$ cat config.mk
export PLATFORM = sky130hd
export DESIGN_NAME = boost_idle_ctrl
export DESIGN_NICKNAME = d
export VERILOG_FILES = /design/src/core/boost_idle_pkg.sv /design/src/core/idle_req_if.sv /design/src/core/boost_idle_ctrl.sv /design/src/core/idle_entry.sv
export VERILOG_INCLUDE_DIRS = /design/src /design/src/core
export SDC_FILE = /design/constraint.sdc
export NUM_CORES = 1
export LEC_CHECK = 0
export BUFFER_PORTS_ARGS = -buffer_cell sky130_fd_sc_hd__buf_4
export CAP_MARGIN = 15
export CORE_MARGIN = 8
export CORE_UTILIZATION = 30
export DETAILED_ROUTE_END_ITERATION = 16
export HOLD_SLACK_MARGIN = 0.08
export SLEW_MARGIN = 0
export SYNTH_ARGS = -nofsm -noshare
export SYNTH_HDL_FRONTEND = slang
export SYNTH_HIERARCHICAL = 1
export SYNTH_SLANG_ARGS = --single-unit
$ cat constraint.sdc
create_clock -name clk -period 11.53 [get_ports clk]
set_input_delay 1.153 -clock clk [delete_from_list [all_inputs] [get_ports clk]]
set_output_delay 1.153 -clock clk [all_outputs]
set_load 0.05 [all_outputs]
$ cat src/core/boost_idle_params.svh
// Constants for the boost and idle-state control block: addresses, bits, timing.
// Assumes a 100 MHz core clock; included by both design modules, the checker and the bench.
// Operation
// RULE1: Disable bit powers up to the support strap.
// RULE2: One disable bit shared package-wide.
// RULE3: One disables boost, zero enables.
// RULE4: Leaf 06H accumulator bit 1 is boost enabled.
// RULE5: Control bit 32 disengages boost; read-modify-write.
// RULE6: Disengage is per processor, not in status.
// RULE7: Entry needs enable, headroom, criteria.
// RULE8: One core boosts on request.
// RULE9: Boosted counter ratio exceeds one.
// RULE10: Leaf 05H count bit 0: extensions.
// RULE11: Leaf 05H count bit 1: masked breaks.
// RULE12: Extension bit 0 lets masked interrupt wake.
// RULE13: Leaf 05H data lists idle states.
// RULE14: Privilege 0 never deeper than hint.
// RULE15: Above privilege 0 shallowest state only.
// RULE16: Disallowed wait raises exception.
// RULE17: Processor stores to armed range wake.
// RULE18: Deeper states have longer latency.
// RULE19: Either counter overflow clears both.
// RULE20: Disengage exits boost before new entry.
`ifndef BOOST_IDLE_PARAMS_SVH
`define BOOST_IDLE_PARAMS_SVH

`define NUM_LP            2
`define LP_W              1
`define FEAT_EN_ADDR      32'h0000_0300
`define PERF_STATUS_ADDR  32'h0000_0198
`define PERF_CTL_ADDR     32'h0000_0199
`define REF_CNT_ADDR      32'h0000_00E7
`define ACT_CNT_ADDR      32'h0000_00E8
`define BOOST_DIS_BIT     38
`define DISENGAGE_BIT     32
`define OP_POINT_W        16
`define BOOST_POINT       16'h00FF
`define LEAF_WAIT         32'h0000_0005
`define LEAF_PWR          32'h0000_0006
`define PWR_BOOST_BIT     1
`define PWR_FEEDBACK_BIT  0
`define WAIT_EXT_BIT      0
`define WAIT_IRQ_BRK_BIT  1
`define EXT_IRQ_BREAK_BIT 0
`define MAX_CSTATE        4'h3
`define SUBSTATES         4'h2
`define CLK_MHZ           100
`define REF_PERIOD_NS     40
`define REF_DIV_CYC       ((`REF_PERIOD_NS * `CLK_MHZ) / 1000)
`define BOOST_TRANS_NS    200
`define BOOST_TRANS_CYC   ((`BOOST_TRANS_NS * `CLK_MHZ) / 1000)
`define LAT_STEP_NS       80
`define LAT_STEP_CYC      ((`LAT_STEP_NS * `CLK_MHZ) / 1000)
`define ACT_STEP_NORM     64'h0000_0000_0000_0001
`define ACT_STEP_BOOST    64'h0000_0000_0000_0002

`endif

$ cat src/core/boost_idle_pkg.sv
// Types shared by the boost and idle-state control modules.
// Assumes the constants header sits beside it.
package boost_idle_pkg;
   typedef enum logic [1:0] {BOOST_OFF, BOOST_ENTER, BOOST_ON, BOOST_EXIT} boost_st_t;
   typedef enum logic [1:0] {IDLE_RUN, IDLE_ENTER, IDLE_SLEEP, IDLE_EXIT} idle_st_t;
   typedef logic [3:0] cstate_t;
endpackage

$ cat src/core/idle_req_if.sv
// Carrier between the top controller and one per-processor idle-entry unit.
// Assumes one clock; all signals are synchronous to it.
`timescale 1ns/1ps
`default_nettype none
interface idle_req_if;
   import boost_idle_pkg::*;
   logic       wait_req;
   logic [7:0] hint;
   logic [7:0] ext;
   logic [1:0] priv;
   logic       user_wait_ok;
   logic       irq_pending;
   logic       irq_enabled;
   logic       store_hit;
   logic       store_from_cpu;
   logic       fault;
   logic       in_run;
   logic       wake_done;
   cstate_t    cur_state;
   modport ctl  (output wait_req, hint, ext, priv, user_wait_ok, irq_pending, irq_enabled,
                 store_hit, store_from_cpu, input fault, in_run, wake_done, cur_state);
   modport unit (input wait_req, hint, ext, priv, user_wait_ok, irq_pending, irq_enabled,
                 store_hit, store_from_cpu, output fault, in_run, wake_done, cur_state);
endinterface
`default_nettype wire

$ cat src/core/boost_idle_ctrl.sv
// Boost control, feedback counters, feature query and per-processor idle entry.
// Assumes one register access or query per cycle from the pipeline, single clock.
`include "boost_idle_params.svh"
`timescale 1ns/1ps
`default_nettype none
module boost_idle_ctrl
   import boost_idle_pkg::*;
(
   input  wire logic                    clk,
   input  wire logic                    reset_n,
   input  wire logic                    boost_supported,
   input  wire logic                    reg_valid,
   input  wire logic                    reg_write,
   input  wire logic [`LP_W-1:0]        reg_lp,
   input  wire logic [31:0]             reg_addr,
   input  wire logic [63:0]             reg_wdata,
   output logic      [63:0]             reg_rdata,
   output logic                         reg_ack,
   output logic                         reg_fault,
   input  wire logic                    query_valid,
   input  wire logic [31:0]             query_leaf,
   output logic      [31:0]             query_eax,
   output logic      [31:0]             query_ecx,
   output logic      [31:0]             query_edx,
   output logic                         query_ack,
   input  wire logic [`NUM_LP-1:0]      perf_request,
   input  wire logic                    headroom_pin,
   input  wire logic                    criteria_met,
   output logic                         boost_active,
   output logic      [`LP_W-1:0]        boost_lp,
   input  wire logic [`NUM_LP-1:0]      wait_req,
   input  wire logic [`NUM_LP*8-1:0]    wait_hint,
   input  wire logic [`NUM_LP*8-1:0]    wait_ext,
   input  wire logic [`NUM_LP*2-1:0]    wait_priv,
   input  wire logic                    user_wait_ok,
   input  wire logic [`NUM_LP-1:0]      irq_pending,
   input  wire logic [`NUM_LP-1:0]      irq_enabled,
   input  wire logic [`NUM_LP-1:0]      store_hit,
   input  wire logic [`NUM_LP-1:0]      store_from_cpu,
   output logic      [`NUM_LP-1:0]      wait_fault,
   output logic      [`NUM_LP-1:0]      wait_done,
   output logic      [`NUM_LP*4-1:0]    idle_state
);

   ////////////////////////////////////////////////////////////////////////////
   // Storage
   logic                  boost_dis_r;
   logic [15:0]           target_r [`NUM_LP];
   logic                  diseng_r [`NUM_LP];
   logic [63:0]           ref_cnt_r [`NUM_LP];
   logic [63:0]           act_cnt_r [`NUM_LP];
   logic [2:0]            hr_sync_r;
   logic                  headroom_r;
   logic [7:0]            ref_div_r;
   logic [7:0]            trans_r;
   boost_st_t             bst_r, bst_nxt;
   logic [`LP_W-1:0]      blp_r, blp_nxt;
   logic [63:0]           rdata_r;
   logic                  ack_r;
   logic                  fault_r;
   logic [31:0]           q_eax_r, q_ecx_r, q_edx_r;
   logic                  q_ack_r;
   logic [`NUM_LP-1:0]    in_run;

   // Address match helper, used by read and write decode
   function automatic logic hit(input logic [31:0] a, input logic [31:0] ref_a);
      hit = (a == ref_a);
   endfunction

   ////////////////////////////////////////////////////////////////////////////
   // Headroom pin: three flops, change taken once second and third agree
   always_ff @(posedge clk) begin
      if (!reset_n)
         hr_sync_r <= 3'h0;
      else
         hr_sync_r <= {hr_sync_r[1:0], headroom_pin};
   end

   always_ff @(posedge clk) begin
      if (!reset_n)
         headroom_r <= 1'b0;
      else if (hr_sync_r[1] == hr_sync_r[2])
         headroom_r <= hr_sync_r[2];
   end

   ////////////////////////////////////////////////////////////////////////////
   // Register decode
   wire   wr        = reg_valid && reg_write;
   wire   a_feat    = hit(reg_addr, `FEAT_EN_ADDR);
   wire   a_stat    = hit(reg_addr, `PERF_STATUS_ADDR);
   wire   a_ctl     = hit(reg_addr, `PERF_CTL_ADDR);
   wire   a_ref     = hit(reg_addr, `REF_CNT_ADDR);
   wire   a_act     = hit(reg_addr, `ACT_CNT_ADDR);
   wire   a_any     = a_feat || a_stat || a_ctl || a_ref || a_act;
   // Status is read-only; a write to it faults like an unmapped address
   wire   bad_acc   = !a_any || (a_stat && reg_write);
   wire   boost_en  = !boost_dis_r;
   wire   ref_tick  = (ref_div_r == 8'h00);
   wire   trans_done = (trans_r == 8'h00);

   // Read mux; reserved bits read as zero
   logic [63:0] rd_mux;
   always_comb begin
      rd_mux = 64'h0;
      if (a_feat)
         rd_mux[`BOOST_DIS_BIT] = boost_dis_r;
      else if (a_ctl) begin
         rd_mux[15:0] = target_r[reg_lp];
         rd_mux[`DISENGAGE_BIT] = diseng_r[reg_lp];
      end else if (a_stat)
         // RULE6: disengage not mirrored in status
         rd_mux[15:0] = (boost_active && boost_lp == reg_lp) ? `BOOST_POINT
                                                              : target_r[reg_lp];
      else if (a_ref)
         rd_mux = ref_cnt_r[reg_lp];
      else if (a_act)
         rd_mux = act_cnt_r[reg_lp];
   end

   // Access answer, one cycle after the request
   always_ff @(posedge clk) begin
      if (!reset_n) begin
         rdata_r <= 64'h0;
         ack_r <= 1'b0;
         fault_r <= 1'b0;
      end else begin
         ack_r <= reg_valid;
         fault_r <= reg_valid && bad_acc;
         if (reg_valid && !reg_write && !bad_acc)
            rdata_r <= rd_mux;
      end
   end

   ////////////////////////////////////////////////////////////////////////////
   // Package-wide boost-disable bit
   always_ff @(posedge clk) begin
      if (!reset_n)
         // RULE1: power-on value from support strap
         boost_dis_r <= boost_supported;
      else if (wr && a_feat)
         // RULE2: single copy shared by all processors
         // RULE3: one disables, zero enables
         boost_dis_r <= reg_wdata[`BOOST_DIS_BIT];
   end

   ////////////////////////////////////////////////////////////////////////////
   // Per-processor control registers and feedback counters
   always_ff @(posedge clk) begin
      if (!reset_n)
         ref_div_r <= 8'h00;
      else if (ref_tick)
         ref_div_r <= 8'(`REF_DIV_CYC - 1);
      else
         ref_div_r <= ref_div_r - 8'h01;
   end

   genvar g;
   generate
      for (g = 0; g < `NUM_LP; g++) begin : lp_g
         wire          me       = (reg_lp == `LP_W'(g));
         wire          boosted  = boost_active && (boost_lp == `LP_W'(g));
         // RULE9: boosted processor counts faster than reference
         wire   [63:0] act_step = boosted ? `ACT_STEP_BOOST : `ACT_STEP_NORM;
         wire          count_on = ref_tick && in_run[g];
         wire          ref_ovf  = count_on && (ref_cnt_r[g] == 64'hFFFF_FFFF_FFFF_FFFF);
         wire          act_ovf  = count_on && (act_cnt_r[g] > ~act_step);

         // RULE5: per-processor disengage bit, software preserves others
         always_ff @(posedge clk) begin
            if (!reset_n) begin
               target_r[g] <= 16'h0000;
               diseng_r[g] <= 1'b0;
            end else if (wr && a_ctl && me) begin
               target_r[g] <= reg_wdata[15:0];
               diseng_r[g] <= reg_wdata[`DISENGAGE_BIT];
            end
         end

         // Counters run only while the processor is not idle
         always_ff @(posedge clk) begin
            if (!reset_n) begin
               ref_cnt_r[g] <= 64'h0;
               act_cnt_r[g] <= 64'h0;
            end else if (ref_ovf || act_ovf) begin
               // RULE19: either overflow clears both
               ref_cnt_r[g] <= 64'h0;
               act_cnt_r[g] <= 64'h0;
            end else begin
               if (wr && a_ref && me)
                  ref_cnt_r[g] <= reg_wdata;
               else if (count_on)
                  ref_cnt_r[g] <= ref_cnt_r[g] + 64'h1;
               if (wr && a_act && me)
                  act_cnt_r[g] <= reg_wdata;
               else if (count_on)
                  act_cnt_r[g] <= act_cnt_r[g] + act_step;
            end
         end

         // Idle-state unit for this processor
         idle_req_if link ();
         assign link.wait_req       = wait_req[g];
         assign link.hint           = wait_hint[g*8 +: 8];
         assign link.ext            = wait_ext[g*8 +: 8];
         assign link.priv           = wait_priv[g*2 +: 2];
         assign link.user_wait_ok   = user_wait_ok;
         assign link.irq_pending    = irq_pending[g];
         assign link.irq_enabled    = irq_enabled[g];
         assign link.store_hit      = store_hit[g];
         assign link.store_from_cpu = store_from_cpu[g];
         assign wait_fault[g]       = link.fault;
         assign wait_done[g]        = link.wake_done;
         assign in_run[g]           = link.in_run;
         assign idle_state[g*4 +: 4] = link.cur_state;

         idle_entry u_idle (
            .clk     (clk),
            .reset_n (reset_n),
            .bus     (link.unit)
         );
      end
   endgenerate

   ////////////////////////////////////////////////////////////////////////////
   // Boost candidate: lowest-numbered running, engaged, requesting processor
   logic             cand_ok;
   logic [`LP_W-1:0] cand_lp;
   always_comb begin
      cand_ok = 1'b0;
      cand_lp = '0;
      for (int i = `NUM_LP - 1; i >= 0; i--) begin
         if (perf_request[i] && !diseng_r[i] && in_run[i]) begin
            cand_ok = 1'b1;
            cand_lp = `LP_W'(i);
         end
      end
   end

   // RULE7: entry needs enable, headroom and criteria
   wire go_ok   = boost_en && headroom_r && criteria_met;
   // Boosted processor must keep asking, stay engaged and awake
   wire keep_ok = go_ok && perf_request[blp_r] && !diseng_r[blp_r] && in_run[blp_r];

   // Boost sequencer
   always_comb begin
      bst_nxt = bst_r;
      blp_nxt = blp_r;
      case (bst_r)
         BOOST_OFF:
            // RULE8: one core at a time
            if (go_ok && cand_ok) begin
               bst_nxt = BOOST_ENTER;
               blp_nxt = cand_lp;
            end
         BOOST_ENTER:
            if (!keep_ok)
               bst_nxt = BOOST_EXIT;
            else if (trans_done)
               bst_nxt = BOOST_ON;
         BOOST_ON:
            if (!keep_ok)
               bst_nxt = BOOST_EXIT;
         BOOST_EXIT:
            // RULE20: finish leaving before any new entry
            if (trans_done)
               bst_nxt = BOOST_OFF;
         default:
            bst_nxt = BOOST_OFF;
      endcase
   end

   // Sequencer state and operating-point transition timer
   always_ff @(posedge clk) begin
      if (!reset_n) begin
         bst_r <= BOOST_OFF;
         blp_r <= '0;
         trans_r <= 8'h00;
      end else begin
         bst_r <= bst_nxt;
         blp_r <= blp_nxt;
         if (bst_nxt != bst_r && (bst_nxt == BOOST_ENTER || bst_nxt == BOOST_EXIT))
            trans_r <= 8'(`BOOST_TRANS_CYC - 1);
         else if (!trans_done)
            trans_r <= trans_r - 8'h01;
      end
   end

   ////////////////////////////////////////////////////////////////////////////
   // Feature query answer, one cycle after the request
   always_ff @(posedge clk) begin
      if (!reset_n) begin
         q_eax_r <= 32'h0;
         q_ecx_r <= 32'h0;
         q_edx_r <= 32'h0;
         q_ack_r <= 1'b0;
      end else begin
         q_ack_r <= query_valid;
         if (query_valid) begin
            q_eax_r <= 32'h0;
            q_ecx_r <= 32'h0;
            q_edx_r <= 32'h0;
            if (query_leaf == `LEAF_PWR) begin
               // RULE4: enabled status, zero when disabled
               q_eax_r[`PWR_BOOST_BIT] <= boost_en;
               q_ecx_r[`PWR_FEEDBACK_BIT] <= 1'b1;
            end else if (query_leaf == `LEAF_WAIT) begin
               // RULE10: extensions supported
               q_ecx_r[`WAIT_EXT_BIT] <= 1'b1;
               // RULE11: masked interrupt break supported
               q_ecx_r[`WAIT_IRQ_BRK_BIT] <= 1'b1;
               // RULE13: sub-state count per state, states 1 to max
               for (int s = 1; s <= 7; s++) begin
                  if (4'(s) <= `MAX_CSTATE)
                     q_edx_r[s*4 +: 4] <= `SUBSTATES;
               end
            end
         end
      end
   end

   ////////////////////////////////////////////////////////////////////////////
   // Outputs
   assign reg_rdata    = rdata_r;
   assign reg_ack      = ack_r;
   assign reg_fault    = fault_r;
   assign query_eax    = q_eax_r;
   assign query_ecx    = q_ecx_r;
   assign query_edx    = q_edx_r;
   assign query_ack    = q_ack_r;
   // Boosted point only counts once the entry transition is over
   assign boost_active = (bst_r == BOOST_ON);
   assign boost_lp     = blp_r;
endmodule
`default_nettype wire

$ cat src/core/idle_entry.sv
// Idle-state entry and wake for one logical processor.
// Assumes the wait request is a one-cycle pulse, given only while in_run is high.
`include "boost_idle_params.svh"
`timescale 1ns/1ps
`default_nettype none
module idle_entry
   import boost_idle_pkg::*;
(
   input  wire logic clk,
   input  wire logic reset_n,
   idle_req_if.unit  bus
);
   idle_st_t   st_r, st_nxt;
   cstate_t    cs_r;
   logic [7:0] lat_r;
   logic       fault_r;
   logic       done_r;

   ////////////////////////////////////////////////////////////////////////////
   // Target state decode
   wire        priv0     = (bus.priv == 2'h0);
   // RULE16: privilege check fault
   wire        bad_priv  = !priv0 && !bus.user_wait_ok;
   wire [3:0]  hint_cs   = bus.hint[7:4] + 4'h1;
   // RULE14: clamp to hint
   wire [3:0]  cap_cs    = (hint_cs > `MAX_CSTATE) ? `MAX_CSTATE : hint_cs;
   // RULE15: user level shallowest only
   wire [3:0]  tgt_cs    = priv0 ? cap_cs : 4'h1;
   // RULE18: latency grows with depth
   wire [7:0]  tgt_lat   = 8'({4'h0, tgt_cs} * 8'(`LAT_STEP_CYC));
   // RULE12: masked interrupt still wakes when extension bit set
   wire        irq_wake  = bus.irq_pending && (bus.irq_enabled || bus.ext[`EXT_IRQ_BREAK_BIT]);
   // RULE17: processor stores wake; other agents ignored
   wire        store_wake = bus.store_hit && bus.store_from_cpu;
   wire        wake      = irq_wake || store_wake;
   wire        accept    = (st_r == IDLE_RUN) && bus.wait_req && !bad_priv;
   wire        lat_zero  = (lat_r == 8'h00);

   // Sequencer; a wake during entry aborts straight into the exit phase
   always_comb begin
      st_nxt = st_r;
      case (st_r)
         IDLE_RUN:   if (accept) st_nxt = IDLE_ENTER;
         IDLE_ENTER: if (wake) st_nxt = IDLE_EXIT;
                     else if (lat_zero) st_nxt = IDLE_SLEEP;
         IDLE_SLEEP: if (wake) st_nxt = IDLE_EXIT;
         IDLE_EXIT:  if (lat_zero) st_nxt = IDLE_RUN;
         default:    st_nxt = IDLE_RUN;
      endcase
   end

   ////////////////////////////////////////////////////////////////////////////
   // State, depth and latency counter
   always_ff @(posedge clk) begin
      if (!reset_n) begin
         st_r <= IDLE_RUN;
         cs_r <= 4'h0;
         lat_r <= 8'h00;
      end else begin
         st_r <= st_nxt;
         if (accept) begin
            cs_r <= tgt_cs;
            lat_r <= tgt_lat;
         end else if (st_r != st_nxt && st_nxt == IDLE_EXIT) begin
            lat_r <= 8'({4'h0, cs_r} * 8'(`LAT_STEP_CYC));
         end else if (!lat_zero) begin
            lat_r <= lat_r - 8'h01;
         end
         if (st_nxt == IDLE_RUN)
            cs_r <= 4'h0;
      end
   end

   // Pulses for fault and completed wake
   always_ff @(posedge clk) begin
      if (!reset_n) begin
         fault_r <= 1'b0;
         done_r <= 1'b0;
      end else begin
         fault_r <= (st_r == IDLE_RUN) && bus.wait_req && bad_priv;
         done_r <= (st_r == IDLE_EXIT) && lat_zero;
      end
   end

   assign bus.fault     = fault_r;
   assign bus.wake_done = done_r;
   assign bus.in_run    = (st_r == IDLE_RUN);
   assign bus.cur_state = cs_r;
endmodule
`default_nettype wire

==> flow_results.xml <==
<?xml version="1.0" encoding="UTF-8"?>
<metrics>
  <group name="layout">
    <metric name="fillers" unit="">8543</metric>
    <metric name="layout-drive-gt1-share" unit="">0.173</metric>
    <metric name="stdcell_count" unit="">3817</metric>
    <metric name="synthToLayoutAreaGrowth" unit="%">16.6</metric>
    <metric name="nNetsFinal" unit="">2832</metric>
  </group>
  <group name="worst_setup_path">
    <metric name="cp_data_arrival_time" unit="ps">5080</metric>
    <metric name="setup_crit_start_kind" unit="">input port</metric>
    <metric name="reg2regPathDepth" unit="">9</metric>
    <metric name="path_buf_inv" unit="">3</metric>
    <metric name="worst-r2r-setup-slack" unit="ps">6990</metric>
    <metric name="worst_path_largest_cell_delay" unit="ps">900</metric>
    <metric name="critical_path.max_fanout" unit="">26</metric>
    <metric name="critical_path_required" unit="ps">11960</metric>
    <metric name="rr_endpoint" unit="">ref_cnt_r[0][12]$_DFFE_PP_</metric>
    <metric name="regToRegStartpoint" unit="">bst_r[1]$_SDFF_PN0_</metric>
    <metric name="path_delay_family" unit="">simple AND/OR/NAND/NOR gates</metric>
    <metric name="crit_path_top_delay_cell" unit="">nor3_2</metric>
    <metric name="critical_path_class" unit="">input port to register</metric>
    <metric name="critPathCaptureType" unit="">register</metric>
    <metric name="cp_cell_sequence" unit="">buf_4, nor4_1, nand4_1, nor3_1, buf_4, nand2_1, nor3_2, buf_4, o2bb2ai_1</metric>
    <metric name="critPathMostFrequentCell" unit="">buf_4</metric>
  </group>
  <group name="place">
    <metric name="port_buffers" unit="">250</metric>
    <metric name="detailedPlace.worstSlack" unit="ps">6320</metric>
    <metric name="dp_hpwl" unit="µm">64700</metric>
    <metric name="gp_routability_congestion" unit="">0.883</metric>
    <metric name="placed_cells_incl_taps" unit="">3727</metric>
  </group>
  <group name="clock_tree">
    <metric name="clock_insertion_delay_worst_skew" unit="ps">610</metric>
    <metric name="cts.repair_timing.setup_buffer_count" unit="">0</metric>
    <metric name="sink_count" unit="">417</metric>
    <metric name="clk_transition_reported_paths" unit="ps">60</metric>
    <metric name="cts.hold.buffers_added" unit="">0</metric>
    <metric name="htree_levels" unit="">2</metric>
    <metric name="tritoncts" unit="">yes</metric>
    <metric name="cts-root-buf" unit="">clkbuf_16</metric>
    <metric name="cts_inserted_buffers" unit="">47</metric>
    <metric name="postCtsResizedCells" unit="">0</metric>
    <metric name="clock_tree.buffer_depth" unit="">3</metric>
  </group>
  <group name="min_path">
    <metric name="hold_path_end" unit="">hr_sync_r[1]$_SDFF_PN0_</metric>
    <metric name="worstHoldPathCells" unit="">1</metric>
    <metric name="hold_path.startpoint" unit="">hr_sync_r[0]$_SDFF_PN0_</metric>
    <metric name="worstHoldPathType" unit="">register to register</metric>
  </group>
  <group name="logic_synthesis">
    <metric name="syn_avg_cell_area" unit="µm²">10.5</metric>
    <metric name="library_cells_used_by_synthesis" unit="">100</metric>
    <metric name="asyncSetResetFlopFracSynth" unit="">0</metric>
    <metric name="yosys_register_bits" unit="">417</metric>
    <metric name="mappedNetlistArea" unit="µm²">25500</metric>
    <metric name="ys_seq_area_frac" unit="">0.441</metric>
    <metric name="ys.flop_type" unit="">edfxtp_1</metric>
    <metric name="synth-edff-count" unit="">290</metric>
    <metric name="syn_inst" unit="">2434</metric>
    <metric name="yosysWarnings" unit="">6</metric>
  </group>
  <group name="timing">
    <metric name="final_hold_viol_count" unit="">0</metric>
    <metric name="worst_slack" unit="ps">6880</metric>
    <metric name="fin_crit" unit="ps">4650</metric>
    <metric name="timing_max_transition_violations_final" unit="">0</metric>
    <metric name="finalSetupTns" unit="ps">0</metric>
    <metric name="max_freq" unit="GHz">0.215</metric>
    <metric name="timing.final.crit_share" unit="">0.403</metric>
    <metric name="hold-worst-slack" unit="ps">432</metric>
    <metric name="rsz0062_at_grt" unit="">false</metric>
    <metric name="headroom_to_the_max_slew_limit" unit="">0.256</metric>
    <metric name="worst-slew-pin-transition" unit="ps">1120</metric>
    <metric name="skew" unit="ps">32.6</metric>
    <metric name="finalSetupViolations" unit="">0</metric>
  </group>
  <group name="route">
    <metric name="drt_pre_antenna_iters" unit="">6</metric>
    <metric name="remaining_drc_errors" unit="">0</metric>
    <metric name="post_drt_wl_per_cell" unit="µm">23.9</metric>
    <metric name="dr.first_iter.drc_count" unit="">2090</metric>
    <metric name="route.final.wire_length" unit="µm">91300</metric>
    <metric name="average_vias_per_placed_instance" unit="">5.53</metric>
    <metric name="route.vias.total" unit="">21100</metric>
    <metric name="postRouteAntennaNets" unit="">0</metric>
  </group>
  <group name="floorplan">
    <metric name="floorplan.die.height" unit="µm">308</metric>
    <metric name="floorplan.initialDensity" unit="">0.301</metric>
    <metric name="rows" unit="">107</metric>
    <metric name="core" unit="µm²">84700</metric>
    <metric name="pin_count" unit="">363</metric>
    <metric name="design.die.area" unit="µm²">94700</metric>
    <metric name="die_x" unit="µm">308</metric>
  </group>
  <group name="power_and_ir_drop">
    <metric name="ir_drop" unit="µV">92.5</metric>
    <metric name="leakage" unit="nW">10.1</metric>
    <metric name="power_density" unit="nW/µm²">189</metric>
  </group>
  <group name="outcome">
    <metric name="result_of_the_run" unit="">finished clean</metric>
  </group>
  <group name="global_routing">
    <metric name="grt_first_pass_wirelength" unit="µm">134000</metric>
    <metric name="gr-total-overflow" unit="">0</metric>
    <metric name="antenna_found_initial" unit="">4</metric>
    <metric name="grt_usage" unit="">0.184</metric>
    <metric name="grt_max_degree" unit="">65</metric>
    <metric name="number_of_global_route_vias_before_repair" unit="">20100</metric>
  </group>
  <group name="run">
    <metric name="max_cap_violations" unit="">0</metric>
  </group>
</metrics>
layout make-up:
class                      count  area, µm²  share of cell area
sequential                   417      11300               0.378
inverter                      55        206             0.00694
antenna                        3       7.51            0.000252
clock buffer                  69       1410              0.0475
timing repair buffer         290       2180              0.0733
clock inverter                18        205             0.00690
multi-input combinational   1821      13100               0.439
tap                         1144       1430              0.0481
worst max-delay path by stage:
stage            startpoint                       endpoint  cells after the start
2_1_floorplan  reg_addr[11]  ref_cnt_r[1][0]$_SDFFCE_PN0P_                      7
3_3_place_gp   reg_addr[18]     ref_cnt_r[0][27]$_DFFE_PP_                     10
3_5_place_dp   reg_addr[18]     ref_cnt_r[0][44]$_DFFE_PP_                     10
4_1_cts        reg_addr[18]     ref_cnt_r[0][12]$_DFFE_PP_                     10
5_1_grt        reg_addr[18]     ref_cnt_r[0][12]$_DFFE_PP_                     10
6_report       reg_addr[18]     ref_cnt_r[0][20]$_DFFE_PP_                      9
routing by layer:
layer / part of all wire / global-route usage / up-vias / wire length [µm]
met5: 0.000077 / 0 / - / 7
met4: 0.038 / 0.0691 / 2 / 3440
met3: 0.085 / 0.0392 / 187 / 7730
met2: 0.47 / 0.297 / 934 / 42600
met1: 0.41 / 0.240 / 10400 / 37500
li1: - / - / 9594 / -
cell families after synthesis:
logic type,count (synthesis),share of synthesized area
simple gates,864,0.183
compound gates,480,0.153
flops,417,0.441
buf+inv,285,0.0638
xor+xnor,271,0.0930
mux,101,0.0593
fa+ha+maj,15,0.00725
other cells,1,0.000147
through the flow:
step / instance area [µm²] / power, W / util
floorplan: 25900 / 0.00357 / -
global placement: 28100 / 0.00403 / 0.332
detailed placement: 28100 / 0.00404 / 0.332
CTS: 29800 / 0.00564 / 0.351
global route: 29800 / 0.00589 / 0.351
finish: 29800 / 0.00563 / 0.351
registers in the layout, indices dropped and copies added, names as in the netlist, 2 cells and up, named ones only:
| name | cells |
|---|---|
| act_cnt_r | 128 |
| bst_r | 2 |
| diseng_r | 2 |
| hr_sync_r | 3 |
| lp_g.u_idle/bus.cur_state | 8 |
| lp_g.u_idle/bus.fault | 2 |
| lp_g.u_idle/bus.wake_done | 2 |
| lp_g.u_idle/lat_r | 16 |
| lp_g.u_idle/st_r | 4 |
| ref_cnt_r | 128 |
| ref_div_r | 8 |
| reg_rdata | 64 |
| target_r | 32 |
| trans_r | 8 |
layout by cell type, fill, tap and decap left out, types with 33 or more instances in the layout:
cell type / count
nor2_1: 118
nand2_1: 182
nand4_1: 100
a22o_1: 92
buf_4: 289
mux2i_1: 59
o32ai_1: 40
clkbuf_16: 51
conb_1: 90
and2_1: 50
dfxtp_1: 127
nand3_1: 120
inv_1: 54
o2bb2ai_1: 158
o21ai_0: 33
mux4_2: 40
nor4_1: 55
xnor2_1: 168
edfxtp_1: 290
nor3_1: 76
xor2_1: 103
worst register-to-register path, delay by kind of cell, from the launching register on:
kind / cells / cell delay [ps]
simple gates: 2 / 930
compound gates: 4 / 1730
fa+ha+maj: 1 / 320
buf+inv: 2 / 760
flops: 1 / 510
synthesized netlist by cell type, drive strengths merged, types with 41 or more instances:
cell type,number,area (µm²)
nand3,121,611
nor4,64,470
xnor2,168,1470
nor2,121,457
nor3,80,400
o32ai,41,367
dfxtp,127,2540
edfxtp,290,8710
xor2,103,902
and2,52,327
clkbuf,69,259
nand4,101,647
mux2i,59,591
o2bb2ai,158,1380
inv,55,206
a22o,92,806
nand2,185,697
buf,161,1160
report_power, final:
| group | internal (W) | switching (W) | leakage (nW) |
|---|---|---|---|
| sequential | 0.00207 | 0.000519 | 4.04 |
| clock | 0.000940 | 0.000647 | 0.790 |
| combinational | 0.000586 | 0.000875 | 5.26 |
(Power assumes the default switching activity.)
